$ cat config.mk
export PLATFORM = sky130hd
export DESIGN_NAME = epo_top
export DESIGN_NICKNAME = d
export VERILOG_FILES = /design/src/epo_pkg.sv /design/src/epo_accum.sv /design/src/epo_pulse.sv /design/src/epo_top.sv
export VERILOG_INCLUDE_DIRS = /design/src /design/src/src
export SDC_FILE = /design/constraint.sdc
export NUM_CORES = 2
export LEC_CHECK = 0
export ABC_CLOCK_PERIOD_IN_PS = 11940
export BUFFER_PORTS_ARGS = -buffer_cell sky130_fd_sc_hd__buf_2
export CAP_MARGIN = 40
export CORE_MARGIN = 2
export CORE_UTILIZATION = 44
export CTS_BUF_LIST = sky130_fd_sc_hd__clkbuf_8
export DETAILED_ROUTE_END_ITERATION = 7
export PLACE_DENSITY = 0.6
export RECOVER_POWER = 25
export SYNTH_ARGS = -nofsm -noshare
export SYNTH_HDL_FRONTEND = slang
export SYNTH_SLANG_ARGS = --single-unit
$ cat constraint.sdc
create_clock -name hclk -period 11.94 [get_ports hclk]
set_input_delay 2.388 -clock hclk [delete_from_list [all_inputs] [get_ports hclk]]
set_output_delay 2.388 -clock hclk [all_outputs]
set_load 0.005 [all_outputs]
$ cat src/epo_cfg.svh
// constants of the energy pulse output block
`ifndef EPO_CFG_SVH
`define EPO_CFG_SVH
`define EPO_CLK_PERIOD_NS 10
`define EPO_OFF_LED_MODE  8'h00
`define EPO_OFF_RATE      8'h04
`define EPO_OFF_CHANNEL   8'h08
`define EPO_OFF_DOUT_MODE 8'h0C
`define EPO_OFF_DOUT_EXT  8'h10
`define EPO_OFF_COUNT     8'h14
`define EPO_OFF_STATUS    8'h18
`define EPO_RATE_MIN      24'h00_0001
`define EPO_RATE_MAX      24'h98_967F
`define EPO_RATE_RST      24'h00_03E8
`define EPO_CH_MAX        4'h8
`define EPO_CH_RST        4'h0
`define EPO_LED_RST       2'h2
`define EPO_STRAP_WAIT    2'h2
`define EPO_UNIT_PER_KWH  48'h0000_000F_4240
`define EPO_PULSE_ON_MS   50
`define EPO_PULSE_ON_CYC ((`EPO_PULSE_ON_MS * 1000000) / `EPO_CLK_PERIOD_NS)
`endif

$ cat src/epo_pkg.sv
// types shared by the energy pulse output block
package epo_pkg;
  typedef enum logic [1:0] {
    EPO_LED_OFF    = 2'h0,
    EPO_LED_ALARM  = 2'h1,
    EPO_LED_ENERGY = 2'h2
  } epo_led_mode_t;
  typedef enum logic [2:0] {
    EPO_ST_IDLE = 3'b001,
    EPO_ST_ON   = 3'b010,
    EPO_ST_GAP  = 3'b100
  } epo_pulse_st_t;
endpackage : epo_pkg

$ cat src/epo_accum.sv
// energy accumulator that turns weighted increments into unit pulses
`timescale 1ns/1ps
`default_nettype none
`include "epo_cfg.svh"
module epo_accum import epo_pkg::*; #(
  parameter int INC_W  = 17,
  parameter int RATE_W = 24,
  parameter int ACC_W  = 48
) (
  // clock and reset
  input  wire logic              hclk,
  input  wire logic              hresetn,
  // energy side
  input  wire logic              run,
  input  wire logic              inc_valid,
  input  wire logic [INC_W-1:0]  inc,
  input  wire logic [RATE_W-1:0] rate,
  // pulse request
  output logic                   pulse
);
  localparam logic [ACC_W-1:0] UNIT = `EPO_UNIT_PER_KWH;
  logic [ACC_W-1:0] acc;
  logic [ACC_W-1:0] add;
  logic [ACC_W-1:0] next_acc;
  logic             hit;

  // increment weighted by pulses per unit, so one unit of sum is one pulse
  // both factors widened first so the product is never cut to the rate width
  assign add = inc_valid ? (ACC_W'(inc) * ACC_W'(rate)) : '0;
  assign hit = acc >= UNIT;
  assign next_acc = acc + add - (hit ? UNIT : '0);

  always_ff @(posedge hclk or negedge hresetn) begin
    if (!hresetn) begin
      acc   <= '0;
      pulse <= 1'b0;
    end else if (!run) begin
      acc   <= '0;
      pulse <= 1'b0;
    end else begin
      acc   <= next_acc;
      pulse <= hit;
    end
  end

  property p_unit_pulse;
    @(posedge hclk) disable iff (!hresetn)
    (run && hit) |=> (pulse && acc == $past(acc) + $past(add) - UNIT);
  endproperty
  a_unit_pulse: assert property (p_unit_pulse) else $error("unit reached without pulse");

  property p_no_pulse;
    @(posedge hclk) disable iff (!hresetn)
    (acc < UNIT) |=> !pulse;
  endproperty
  a_no_pulse: assert property (p_no_pulse) else $error("pulse below one unit");
endmodule : epo_accum
`default_nettype wire

$ cat src/epo_pulse.sv
// pulse shaper: fixed on time, gap one cycle longer, pending requests counted
`timescale 1ns/1ps
`default_nettype none
module epo_pulse import epo_pkg::*; #(
  parameter int ON_CYC = 5000000,
  parameter int PEND_W = 16
) (
  // clock and reset
  input  wire logic hclk,
  input  wire logic hresetn,
  // request and shaped train
  input  wire logic run,
  input  wire logic req,
  output logic      train
);
  epo_pulse_st_t     st;
  logic [31:0]       cnt;
  logic [PEND_W-1:0] pend;
  logic              take;

  assign take = (st == EPO_ST_IDLE) && (pend != '0);

  // requests arriving while a pulse runs wait here; once the count saturates at all ones, further ones are dropped
  always_ff @(posedge hclk or negedge hresetn) begin
    if (!hresetn) begin
      pend <= '0;
    end else if (!run) begin
      pend <= '0;
    end else if (req && !take && pend != '1) begin
      pend <= pend + 1'b1;
    end else if (!req && take) begin
      pend <= pend - 1'b1;
    end
  end

  always_ff @(posedge hclk or negedge hresetn) begin
    if (!hresetn) begin
      st    <= EPO_ST_IDLE;
      cnt   <= '0;
      train <= 1'b0;
    end else if (!run) begin
      st    <= EPO_ST_IDLE;
      cnt   <= '0;
      train <= 1'b0;
    end else begin
      case (st)
        EPO_ST_IDLE: begin
          if (take) begin
            st    <= EPO_ST_ON;
            cnt   <= 32'(ON_CYC - 1);
            train <= 1'b1;
          end
        end
        EPO_ST_ON: begin
          if (cnt == '0) begin
            st    <= EPO_ST_GAP;
            cnt   <= 32'(ON_CYC - 1);
            train <= 1'b0;
          end else begin
            cnt <= cnt - 1'b1;
          end
        end
        EPO_ST_GAP: begin
          if (cnt == '0) begin
            st <= EPO_ST_IDLE;
          end else begin
            cnt <= cnt - 1'b1;
          end
        end
        default: begin
          st    <= EPO_ST_IDLE;
          train <= 1'b0;
        end
      endcase
    end
  end

  property p_on_level;
    @(posedge hclk) disable iff (!hresetn)
    $rose(train) |-> (st == EPO_ST_ON && cnt == 32'(ON_CYC - 1));
  endproperty
  a_on_level: assert property (p_on_level) else $error("pulse started off count");
endmodule : epo_pulse
`default_nettype wire

$ cat src/epo_top.sv
// energy pulse output: register slave, channel select, LED and digital outputs
`timescale 1ns/1ps
`default_nettype none
`include "epo_cfg.svh"
// What this block does
// - LED function is off, alarm indication, or energy pulsing.
// - energy mode gives 1 to 9999999 pulses per unit of energy.
// - alarm mode ignores pulse rate and channel selection.
// - nine channels: active, reactive, apparent; delivered, received, or both.
// - fixed variant keeps LED in energy pulsing, refusing off or alarm.
// - digital output energy mode attaches pulsing; external mode detaches it.
// - each pulse comes from measured energy, usable for verification counting.
module epo_top import epo_pkg::*; #(
  parameter int NUM_DOUT = 2,
  parameter int INC_W    = 16,
  parameter int ON_CYC   = `EPO_PULSE_ON_CYC
) (
  // clock and reset
  input  wire logic                  hclk,
  input  wire logic                  hresetn,
  // ahb-lite slave
  input  wire logic                  hsel,
  input  wire logic [31:0]           haddr,
  input  wire logic [1:0]            htrans,
  input  wire logic                  hwrite,
  input  wire logic [2:0]            hsize,
  input  wire logic [31:0]           hwdata,
  input  wire logic                  hready,
  output logic [31:0]                hrdata,
  output logic                       hreadyout,
  output logic                       hresp,
  // metering engine increments, order active, reactive, apparent
  input  wire logic                  eng_inc_valid,
  input  wire logic [3*INC_W-1:0]    eng_del_inc,
  input  wire logic [3*INC_W-1:0]    eng_rec_inc,
  // alarm system level
  input  wire logic                  alarm_active,
  // product variant strap pin
  input  wire logic                  fixed_energy_pin,
  // outputs
  output logic                       led_out,
  output logic [NUM_DOUT-1:0]        dout
);
  epo_led_mode_t       led_mode;
  logic [23:0]         rate;
  logic [3:0]          channel;
  logic [NUM_DOUT-1:0] dout_mode;
  logic [NUM_DOUT-1:0] dout_ext;
  logic [31:0]         pulse_count;
  logic                fixed_lock;
  logic                strap_done;
  logic [1:0]          strap_wait;
  logic                strap_s1;
  logic                strap_s2;
  logic                wr_pend;
  logic [7:0]          wr_addr;
  logic                addr_ok;
  logic [31:0]         next_rdata;
  logic [INC_W:0]      sel_inc;
  logic                energy_run;
  logic                acc_pulse;
  logic                train;

  // ---------------- bus slave: zero wait state ----------------
  assign addr_ok = hsel && htrans[1] && hready;

  always_ff @(posedge hclk or negedge hresetn) begin
    if (!hresetn) begin
      wr_pend <= 1'b0;
      wr_addr <= '0;
    end else begin
      wr_pend <= addr_ok && hwrite;
      wr_addr <= haddr[7:0];
    end
  end

  always_comb begin
    next_rdata = '0;
    case (haddr[7:0])
      `EPO_OFF_LED_MODE:  next_rdata = {30'h0000_0000, led_mode};
      `EPO_OFF_RATE:      next_rdata = {8'h00, rate};
      `EPO_OFF_CHANNEL:   next_rdata = {28'h000_0000, channel};
      `EPO_OFF_DOUT_MODE: next_rdata = 32'(dout_mode);
      `EPO_OFF_DOUT_EXT:  next_rdata = 32'(dout_ext);
      `EPO_OFF_COUNT:     next_rdata = pulse_count;
      `EPO_OFF_STATUS:    next_rdata = {29'h0000_0000, train, energy_run, fixed_lock};
      default:            next_rdata = '0;
    endcase
  end

  // read data captured at the address phase so it stands in the data phase
  always_ff @(posedge hclk or negedge hresetn) begin
    if (!hresetn) begin
      hrdata    <= '0;
      hreadyout <= 1'b0;
      hresp     <= 1'b0;
    end else begin
      hrdata    <= (addr_ok && !hwrite) ? next_rdata : '0;
      hreadyout <= 1'b1;
      hresp     <= 1'b0;
    end
  end

  // ---------------- variant strap ----------------
  // strap is a pin, so it crosses two flops before use
  always_ff @(posedge hclk or negedge hresetn) begin
    if (!hresetn) begin
      strap_s1 <= 1'b0;
      strap_s2 <= 1'b0;
    end else begin
      strap_s1 <= fixed_energy_pin;
      strap_s2 <= strap_s1;
    end
  end

  // ---------------- led function ----------------
  // the strap is caught once after release; later pin changes are ignored
  // mode writes that arrive before the capture are dropped
  always_ff @(posedge hclk or negedge hresetn) begin
    if (!hresetn) begin
      led_mode   <= epo_led_mode_t'(`EPO_LED_RST);
      fixed_lock <= 1'b0;
      strap_done <= 1'b0;
      strap_wait <= 2'h0;
    end else if (!strap_done) begin
      // sync flops restart at zero, so wait until the pin level has reached the second one
      strap_wait <= strap_wait + 2'h1;
      if (strap_wait == `EPO_STRAP_WAIT) begin
        strap_done <= 1'b1;
        fixed_lock <= strap_s2;
        if (strap_s2) begin
          led_mode <= EPO_LED_ENERGY;
        end
      end
    end else if (wr_pend && wr_addr == `EPO_OFF_LED_MODE) begin
      if (hwdata[1:0] == EPO_LED_ENERGY) begin
        led_mode <= EPO_LED_ENERGY;
      end else if (!fixed_lock && hwdata[1:0] == EPO_LED_OFF) begin
        led_mode <= EPO_LED_OFF;
      end else if (!fixed_lock && hwdata[1:0] == EPO_LED_ALARM) begin
        led_mode <= EPO_LED_ALARM;
      end
    end
  end

  // ---------------- pulse rate and channel ----------------
  // out-of-range writes leave the old value so the setting stays legal
  always_ff @(posedge hclk or negedge hresetn) begin
    if (!hresetn) begin
      rate <= `EPO_RATE_RST;
    end else if (wr_pend && wr_addr == `EPO_OFF_RATE &&
                 hwdata[31:24] == 8'h00 &&
                 hwdata[23:0] >= `EPO_RATE_MIN &&
                 hwdata[23:0] <= `EPO_RATE_MAX) begin
      rate <= hwdata[23:0];
    end
  end

  always_ff @(posedge hclk or negedge hresetn) begin
    if (!hresetn) begin
      channel <= `EPO_CH_RST;
    end else if (wr_pend && wr_addr == `EPO_OFF_CHANNEL &&
                 hwdata[31:4] == 28'h000_0000 && hwdata[3:0] <= `EPO_CH_MAX) begin
      channel <= hwdata[3:0];
    end
  end

  // ---------------- digital output settings ----------------
  always_ff @(posedge hclk or negedge hresetn) begin
    if (!hresetn) begin
      dout_mode <= '0;
      dout_ext  <= '0;
    end else if (wr_pend) begin
      if (wr_addr == `EPO_OFF_DOUT_MODE) begin
        dout_mode <= hwdata[NUM_DOUT-1:0];
      end
      if (wr_addr == `EPO_OFF_DOUT_EXT) begin
        dout_ext <= hwdata[NUM_DOUT-1:0];
      end
    end
  end

  // ---------------- channel selection ----------------
  // quantity and direction
  always_comb begin
    sel_inc = '0;
    case (channel)
      4'h0: sel_inc = {1'b0, eng_del_inc[0*INC_W +: INC_W]};
      4'h1: sel_inc = {1'b0, eng_rec_inc[0*INC_W +: INC_W]};
      4'h2: sel_inc = eng_del_inc[0*INC_W +: INC_W] + eng_rec_inc[0*INC_W +: INC_W];
      4'h3: sel_inc = {1'b0, eng_del_inc[1*INC_W +: INC_W]};
      4'h4: sel_inc = {1'b0, eng_rec_inc[1*INC_W +: INC_W]};
      4'h5: sel_inc = eng_del_inc[1*INC_W +: INC_W] + eng_rec_inc[1*INC_W +: INC_W];
      4'h6: sel_inc = {1'b0, eng_del_inc[2*INC_W +: INC_W]};
      4'h7: sel_inc = {1'b0, eng_rec_inc[2*INC_W +: INC_W]};
      4'h8: sel_inc = eng_del_inc[2*INC_W +: INC_W] + eng_rec_inc[2*INC_W +: INC_W];
      default: sel_inc = '0;
    endcase
  end

  assign energy_run = (led_mode == EPO_LED_ENERGY) || (dout_mode != '0);

  epo_accum #(
    .INC_W  (INC_W + 1),
    .RATE_W (24),
    .ACC_W  (48)
  ) u_accum (
    .hclk      (hclk),
    .hresetn   (hresetn),
    .run       (energy_run),
    .inc_valid (eng_inc_valid),
    .inc       (sel_inc),
    .rate      (rate),
    .pulse     (acc_pulse)
  );

  epo_pulse #(
    .ON_CYC (ON_CYC),
    .PEND_W (16)
  ) u_pulse (
    .hclk    (hclk),
    .hresetn (hresetn),
    .run     (energy_run),
    .req     (acc_pulse),
    .train   (train)
  );

  // count of pulse requests from the accumulator, for software cross-checking
  always_ff @(posedge hclk or negedge hresetn) begin
    if (!hresetn) begin
      pulse_count <= '0;
    end else if (acc_pulse) begin
      pulse_count <= pulse_count + 1'b1;
    end
  end

  // ---------------- output drivers ----------------
  // led by function
  always_ff @(posedge hclk or negedge hresetn) begin
    if (!hresetn) begin
      led_out <= 1'b0;
    end else begin
      case (led_mode)
        EPO_LED_OFF:    led_out <= 1'b0;
        EPO_LED_ALARM:  led_out <= alarm_active;
        EPO_LED_ENERGY: led_out <= train;
        default:        led_out <= 1'b0;
      endcase
    end
  end

  for (genvar i = 0; i < NUM_DOUT; i++) begin : g_dout
    always_ff @(posedge hclk or negedge hresetn) begin
      if (!hresetn) begin
        dout[i] <= 1'b0;
      end else begin
        dout[i] <= dout_mode[i] ? train : dout_ext[i];
      end
    end
  end

  // ---------------- checks ----------------
  property p_led_off;
    @(posedge hclk) disable iff (!hresetn)
    (led_mode == EPO_LED_OFF) |=> !led_out;
  endproperty
  a_led_off: assert property (p_led_off) else $error("led lit while off");

  property p_led_alarm;
    @(posedge hclk) disable iff (!hresetn)
    (led_mode == EPO_LED_ALARM) |=> (led_out == $past(alarm_active));
  endproperty
  a_led_alarm: assert property (p_led_alarm) else $error("led not following alarm");

  property p_led_energy;
    @(posedge hclk) disable iff (!hresetn)
    (led_mode == EPO_LED_ENERGY) |=> (led_out == $past(train));
  endproperty
  a_led_energy: assert property (p_led_energy) else $error("led not pulsing");

  property p_fixed;
    @(posedge hclk) disable iff (!hresetn)
    fixed_lock |-> (led_mode == EPO_LED_ENERGY);
  endproperty
  a_fixed: assert property (p_fixed) else $error("fixed variant left energy");

  property p_rate;
    @(posedge hclk) disable iff (!hresetn)
    (rate >= `EPO_RATE_MIN) && (rate <= `EPO_RATE_MAX);
  endproperty
  a_rate: assert property (p_rate) else $error("pulse rate out of range");

  property p_channel;
    @(posedge hclk) disable iff (!hresetn)
    channel <= `EPO_CH_MAX;
  endproperty
  a_channel: assert property (p_channel) else $error("channel out of range");

  property p_dout_sel;
    @(posedge hclk) disable iff (!hresetn)
    1'b1 |=> (dout[0] == ($past(dout_mode[0]) ? $past(train) : $past(dout_ext[0])));
  endproperty
  a_dout_sel: assert property (p_dout_sel) else $error("digital output source wrong");
endmodule : epo_top
`default_nettype wire

# Word level (Yosys, flattened, before mapping)
# Cells that the tools add are included.
# Widths: inputs -> output; s select.
# word_totals
register_bits	218
in_bits	173
out_inout_bits	37
wordCells	153
# op_classes
addsub	10
multipliers	1
n_lt_le_gt_ge	4
n_eq_ne	36
mux	36
bitwise	1
n_reduce_logical	41
# ops
cell	n
$pmux 32 s7	1
$mux 32	5
$pmux 17 s9	1
$pmux 32 s3	1
$add 16x16->17	3
$add 48x48->48	1
$ge 48x20->1 const B	1
$mux 16	3
$mux 48	1
$sub 48x48->48	1
$mul 17x24->41	1
$mux 41	1
$add 32x1->32 const B	1
$eq 8x4->1 const B	4
$eq 8x5->1 const B	4
$logic_not 32->1	1
$sub 32x1->32 const B	1
$logic_not 28->1	1
$ge 24x1->1 const B	1
$le 24x24->1 const B	1
$logic_not 8->1	3
$mux 20	1
$logic_and 1x1->1	18
$add 16x1->16 const B	1
other kinds (36)	72

# Longest topological paths before layout
# depth
depth_word	7
ltp_mapped	48
ltp_nobuf	46

# Cells and area by module
# A second synthesis with hierarchy kept.
# hier_totals
cells_unflattened	3624
area_unflattened_um2	30712.0
# by_module_without_submodules
module	n_inst	cells_each	area_per_inst_um2	seq_area_each_um2
epo_accum	1	2341	18990.7	1226.2
epo_top	1	872	8151.6	2936.6
epo_pulse	1	411	3569.7	1302.5

# Worst setup path before layout
# OpenSTA, ideal clock, no wires.
# synth_path
kind	input port to flip-flop
startpoint	in eng_del_inc[16]
endpoint	reg u_accum.acc[47]
setup_time_ps	79
t_arrival_ps	12185
t_required_ps	11861
slack_ps	-324
stages	41
cell_sequence	ha_1 > inv_1 > fa_1 > nor2b_1 > o21ai_1 > a21oi_1 > o211ai_1 > a31oi_1 > a21oi_1 > mux2i_1 > a2111oi_2 > buf_2 > nor2b_1 > fa_1 > inv_1 > fa_1 > fa_1 > fa_1 > (+5 left out) > ha_1 > clkbuf_1 > and3_1 > a2111oi_0 > o21ai_0 > a31oi_1 > o31ai_1 > o31a_1 > mux2_2 > ha_1 > inv_1 > ha_1 > clkbuf_1 > and3_1 > nand2_1 > or3b_2 > o31ai_1 > mux2i_1
# synth_via
elab_chain_cells	7
# synth_lines
item	line_no	rtl
from (decl)	epo_top.sv:34	input wire logic [3*INC_W-1:0] eng_del_inc,
$add 16x16->17	epo_top.sv:193	4'h5: sel_inc = eng_del_inc[1*INC_W +: INC_W] + eng_rec_inc[1*INC_W +: INC_W];
$pmux 17 s9 *	epo_top.sv:187	case (channel)
$mul 17x24->41 *	epo_accum.sv:29	assign add = inc_valid ? (ACC_W'(inc) * ACC_W'(rate)) : '0;
$mux 41 *	epo_accum.sv:29	
$add 48x48->48 *	epo_accum.sv:31	assign next_acc = acc + add - (hit ? UNIT : '0);
$sub 48x48->48 *	epo_accum.sv:31	
$mux 48 *	epo_accum.sv:37	end else if (!run) begin
to (signal assigned)	epo_accum.sv:41	acc <= next_acc;
to (decl)	epo_accum.sv:22	logic [ACC_W-1:0] acc;
# Mark *: on every way between the ends. The rest lies on a longest branch, timed or not.
# A chain may end at the register's enable or synchronous reset.

# Worst setup path in the final report
# layout_path
startpoint	in eng_del_inc[38]
endpoint	reg u_accum.acc[40]
# layout_via
elab_chain_cells	7
# layout_lines
item	line_no	rtl
$add 16x16->17	epo_top.sv:196	4'h8: sel_inc = eng_del_inc[2*INC_W +: INC_W] + eng_rec_inc[2*INC_W +: INC_W];
$pmux 17 s9 *	epo_top.sv:187	
$mul 17x24->41 *	epo_accum.sv:29	
$mux 41 *	epo_accum.sv:29	
$add 48x48->48 *	epo_accum.sv:31	
$sub 48x48->48 *	epo_accum.sv:31	
$mux 48 *	epo_accum.sv:37	
# Marked as above.

==> impl_results.md <==
* Unrepaired setup endpoints after global routing: true
* Slew at the pin with the worst max-slew slack at ~5.5 ns
* Req. time, crit path at ~12 ns
* NetSw at ~0.0023 W
* Buffers and inverters on the worst path at 7
* Die boundary height at 264 um
* Vias post-DR at around 26k
* Peak supply drop at approximately 0.17 mV
* Net total in the final layout at roughly 4.8k
* Post-synthesis async set-or-reset flop share at 100%
* Number of max-cap violations at 2
* Master cell of the clock root buffer: sky130_fd_sc_hd__clkbuf_8
* I/O Pins at 210
* All-Layer GR Usage at between 20% and 30%
* Number of detailed-route iterations in the first pass at 5
* Clock Path Buffers at 3
* Cell seen most often among critical-path stages: sky130_fd_sc_hd__fa_1
* Final number of max-transition violations at around 110
* Number of I/O port buffers at 180
* Relative contribution of the clock network to total power at roughly 14%
* Part of the cycle the worst path needs at a little over nine tenths
* Cell taking the most area after synthesis: sky130_fd_sc_hd__fa_1
* Cell type of the slowest stage on the worst timing path: sky130_fd_sc_hd__fa_2
* Primary flip-flop cell chosen by synthesis mapping: sky130_fd_sc_hd__dfrtp_1
* Kind of end point of the critical path: flop
* Detail Route Antenna Nets at 0
* Static Leakage at 18.7 nW
* Worst slew margin relative to its limit at -264%
* Part of the Yosys area used for sequential elements at about 18%
* Synth cell types at 79
* Part of the power in registers at slightly below 20%
* CP startpoint kind: input pin
* Worst path top cell family by delay: adder cells
* Initial antenna violation count at 2
* # hold bufs at CTS at 0
* Status: complete, but fails checks
* Summed instance area of the synthesized netlist at slightly below 30000 um^2
* Mean instance size in the synthesized netlist at 8.44 um^2
* Cells after synthesis at roughly 3.5k
* Power density relative to cell area at approximately 150 nW/um^2
* Max stage delay on crit path at 0.57 ns
* Die width at approximately 260 um
* Dpl hpwl at 64600 um
* # DRC at 0
* Layout cells sized above 1 at 22.7%
* Seq cells post-synth at 218
* Initial core utilization at 44.3%
* Cell-internal power at slightly above 0.003 W
* Hold WC Path Type: flop to flop
* Minimum clock period at 11.62 ns
* Failing checks: max-capacitance violations, max-slew violations
* Arrival time at the worst endpoint at 12.18 ns
* Net count after synthesis at 4302
* Row count at between 90 and 100
* CTS sink cnt at about 220
* Maximum operating frequency at approximately 0.086 GHz
* Post-synth EDFFs at 0
* DP Area at between 30000 and 40000 um^2
* Global-route wire length before repair at approximately 140000 um
* Setup-violating endpoint count in the final report at 0
* Core region area at roughly 67000 um^2
* Biggest area contributors in the synthesized netlist: sky130_fd_sc_hd__fa_1, sky130_fd_sc_hd__dfrtp_1, sky130_fd_sc_hd__ha_1
* Number of buffers created by CTS at 41
* Clk pin slew, worst setup/hold paths at 0.07 ns
* Yosys warning count at 0
* Crit Path Max Fanout at 7
* Top-area cell type share of the netlist area at 22.9%
* Final estimated routing congestion in global placement at 0.925
* Detailed router's first-iteration violation count at 1472
* TritonCTS clock tree: yes
* Via count of the first global-routing pass at 26.3k
* Final non-filler cell area at roughly 37000 um^2
* Die area at ~70000 um^2
* Final worst clock skew at ~0.040 ns
* H-tree Lvls at 2
* Final hold violation count at 0
* Sum of overflow across all layers after global routing at 0
* Detail-routed net length per standard cell at ~16 um
* Clock insertion delay at the later pin of the skew report at 0.61 ns
* Layout overhead on the synthesized area at 23.4%
* Net switching share of the total power at 43.4%
* Path type of the worst setup path: input pin to flop
* Vias per Instance at 5.23
* Post-route core utilization at about 55%
* Power share of the combinational group at between 60% and 70%
* Maximum number of pins on one net before global-route repair at 100
* Detailed-route wire length at a little over 80000 um
-- layer usage --
metal	routed length (um)	up-vias	part of all wire [%]	global-route usage, %
met5	7	-	0.0086	0
met4	1600	2	2.0	5.51
met3	4260	102	5.2	3.21
met2	38000	657	47	38.8
met1	37600	12576	46	33.6
li1	-	12492	-	-
-- worst register-to-register path, delay by kind of cell, from the launching register on --
family / cells / cell delay [ns]
fa+ha+maj: 9 / 4.06
compound gates: 18 / 2.69
simple gates: 5 / 1.28
buf+inv: 8 / 1.01
flops: 1 / 0.59
mux: 2 / 0.41
-- power groups by stage --
| stage | combinational (W) | sequential, W | clock [W] |
|---|---|---|---|
| floorplan | 0.00219 | 0.00100 | 0 |
| global placement | 0.00324 | 0.00105 | 0 |
| detailed placement | 0.00328 | 0.00105 | 0 |
| CTS | 0.00332 | 0.00104 | 0.000767 |
| global route | 0.00400 | 0.00106 | 0.000802 |
| finish | 0.00356 | 0.00104 | 0.000743 |
-- stage by stage --
step / TNS, ns / hold slack [ns] / worst slack, ns / power (W) / std cells
2_1_floorplan: 0 / 0.331 / 0.0192 / 0.00319 / 3521
3_3_place_gp: -15.10 / 0.350 / -0.897 / 0.00429 / 4832
3_5_place_dp: -14.58 / 0.354 / -0.888 / 0.00434 / 4838
4_1_cts: -0.00918 / 0.360 / -0.00918 / 0.00513 / 4913
5_1_grt: -0.368 / 0.368 / -0.0672 / 0.00586 / 4940
6_report: 0 / 0.360 / 0.316 / 0.00534 / 4941
-- synthesized netlist by cell type, types with 93 or more instances --
| master | number |
|---|---|
| sky130_fd_sc_hd__nand2_1 | 445 |
| sky130_fd_sc_hd__clkbuf_1 | 130 |
| sky130_fd_sc_hd__and2_1 | 114 |
| sky130_fd_sc_hd__nor2_1 | 222 |
| sky130_fd_sc_hd__dfrtp_1 | 210 |
| sky130_fd_sc_hd__fa_1 | 340 |
| sky130_fd_sc_hd__a21oi_1 | 174 |
| sky130_fd_sc_hd__inv_1 | 614 |
| sky130_fd_sc_hd__xnor2_1 | 94 |
| sky130_fd_sc_hd__ha_1 | 268 |
| sky130_fd_sc_hd__o21ai_0 | 93 |
-- timing repair --
item                                   in CTS  in global routing
buffers inserted                            4                 25
endpoints found under the hold margin       0                  0
setup endpoints to repair                  12                 27
resized for setup                          18                208
pin swaps                                   8                153
gates cloned                                0                  3
-- kinds of logic (layout without fill, tap and decap cells) --
| kind of cell | count (synthesis) | after routing | share of synthesized area [%] |
|---|---|---|---|
| buf+inv | 762 | 1307 | 9.68 |
| mux | 52 | 52 | 1.91 |
| other cells | 2 | 3 | 0.0253 |
| xor+xnor | 151 | 151 | 4.45 |
| flops | 218 | 218 | 18.4 |
| simple gates | 1143 | 1143 | 18.3 |
| compound gates | 585 | 586 | 13.1 |
| fa+ha+maj | 608 | 608 | 34.2 |
-- state kept, by name, summed over array words and instances (netlist names) --
register       count
strap_s2           1
hrdata            32
rate              24
led_out            1
fixed_lock         1
u_accum.pulse      1
strap_wait         2
dout_ext           2
wr_addr            8
u_pulse.cnt       32
dout_mode          2
pulse_count       32
u_pulse.pend      16
hreadyout          1
dout               2
wr_pend            1
strap_s1           1
u_pulse.train      1
channel            4
led_mode           2
strap_done         1
u_pulse.st         3
u_accum.acc       48
-- cells in the final DEF (no fill, tap or decap), types with 11 or more instances in the layout --
master	netlist	layout
sky130_fd_sc_hd__a211oi_1	15	13
sky130_fd_sc_hd__nand4_1	39	39
sky130_fd_sc_hd__clkbuf_1	130	12
sky130_fd_sc_hd__o21bai_1	26	24
sky130_fd_sc_hd__buf_2	11	171
sky130_fd_sc_hd__o21ai_1	3	14
sky130_fd_sc_hd__o21a_1	21	21
sky130_fd_sc_hd__mux2_2	37	37
sky130_fd_sc_hd__inv_1	614	613
sky130_fd_sc_hd__a21oi_2	2	32
sky130_fd_sc_hd__xnor2_1	94	94
sky130_fd_sc_hd__o211ai_1	16	16
sky130_fd_sc_hd__buf_12	0	14
sky130_fd_sc_hd__nand2b_1	45	44
sky130_fd_sc_hd__clkbuf_8	0	54
sky130_fd_sc_hd__a21oi_1	174	139
sky130_fd_sc_hd__fa_1	340	320
sky130_fd_sc_hd__buf_4	1	414
sky130_fd_sc_hd__a21o_1	56	55
sky130_fd_sc_hd__and2_1	114	108
sky130_fd_sc_hd__xor2_1	57	56
sky130_fd_sc_hd__fa_2	0	20
sky130_fd_sc_hd__nor3_2	0	11
sky130_fd_sc_hd__nor4_1	32	31
sky130_fd_sc_hd__nor3_1	62	51
sky130_fd_sc_hd__o21ai_0	93	73
sky130_fd_sc_hd__nand3_1	50	48
sky130_fd_sc_hd__or3_1	22	21
sky130_fd_sc_hd__dfrtp_1	210	210
sky130_fd_sc_hd__nor2_1	222	215
sky130_fd_sc_hd__nor2b_1	33	31
sky130_fd_sc_hd__ha_4	0	22
sky130_fd_sc_hd__nand2_1	445	442
sky130_fd_sc_hd__and3_1	29	28
sky130_fd_sc_hd__a22oi_1	62	61
sky130_fd_sc_hd__mux2i_1	15	14
sky130_fd_sc_hd__ha_1	268	243
-- path summary, 6_finish.rpt --
check,from,end,slack (ns),cells after the start
min in group asynchronous,hresetn,u_pulse.pend[10],3.76,1
hold reg to reg,strap_s1,strap_s2,0.36,0
setup reg to reg,channel[3],u_accum.acc[45],1.82,42
hold / removal,strap_s1,strap_s2,0.36,0
setup / recovery,eng_del_inc[38],u_accum.acc[40],0.32,39
max in group asynchronous,hresetn,rate[10],5.10,1
-- final cells by class --
cell class                      count  area (um^2)
Timing Repair Buffer              622         4470
Clock buffer                       54          743
Inverter                          614         2300
Tap cell                          873         1090
Antenna cell                        1         2.50
Fill cell                        6243        30400
Clock inverter                     17         97.6
Sequential cell                   218         5470
Multi-Input combinational cell   2542        22500
No activity file was read; power rests on OpenSTA's default activity.
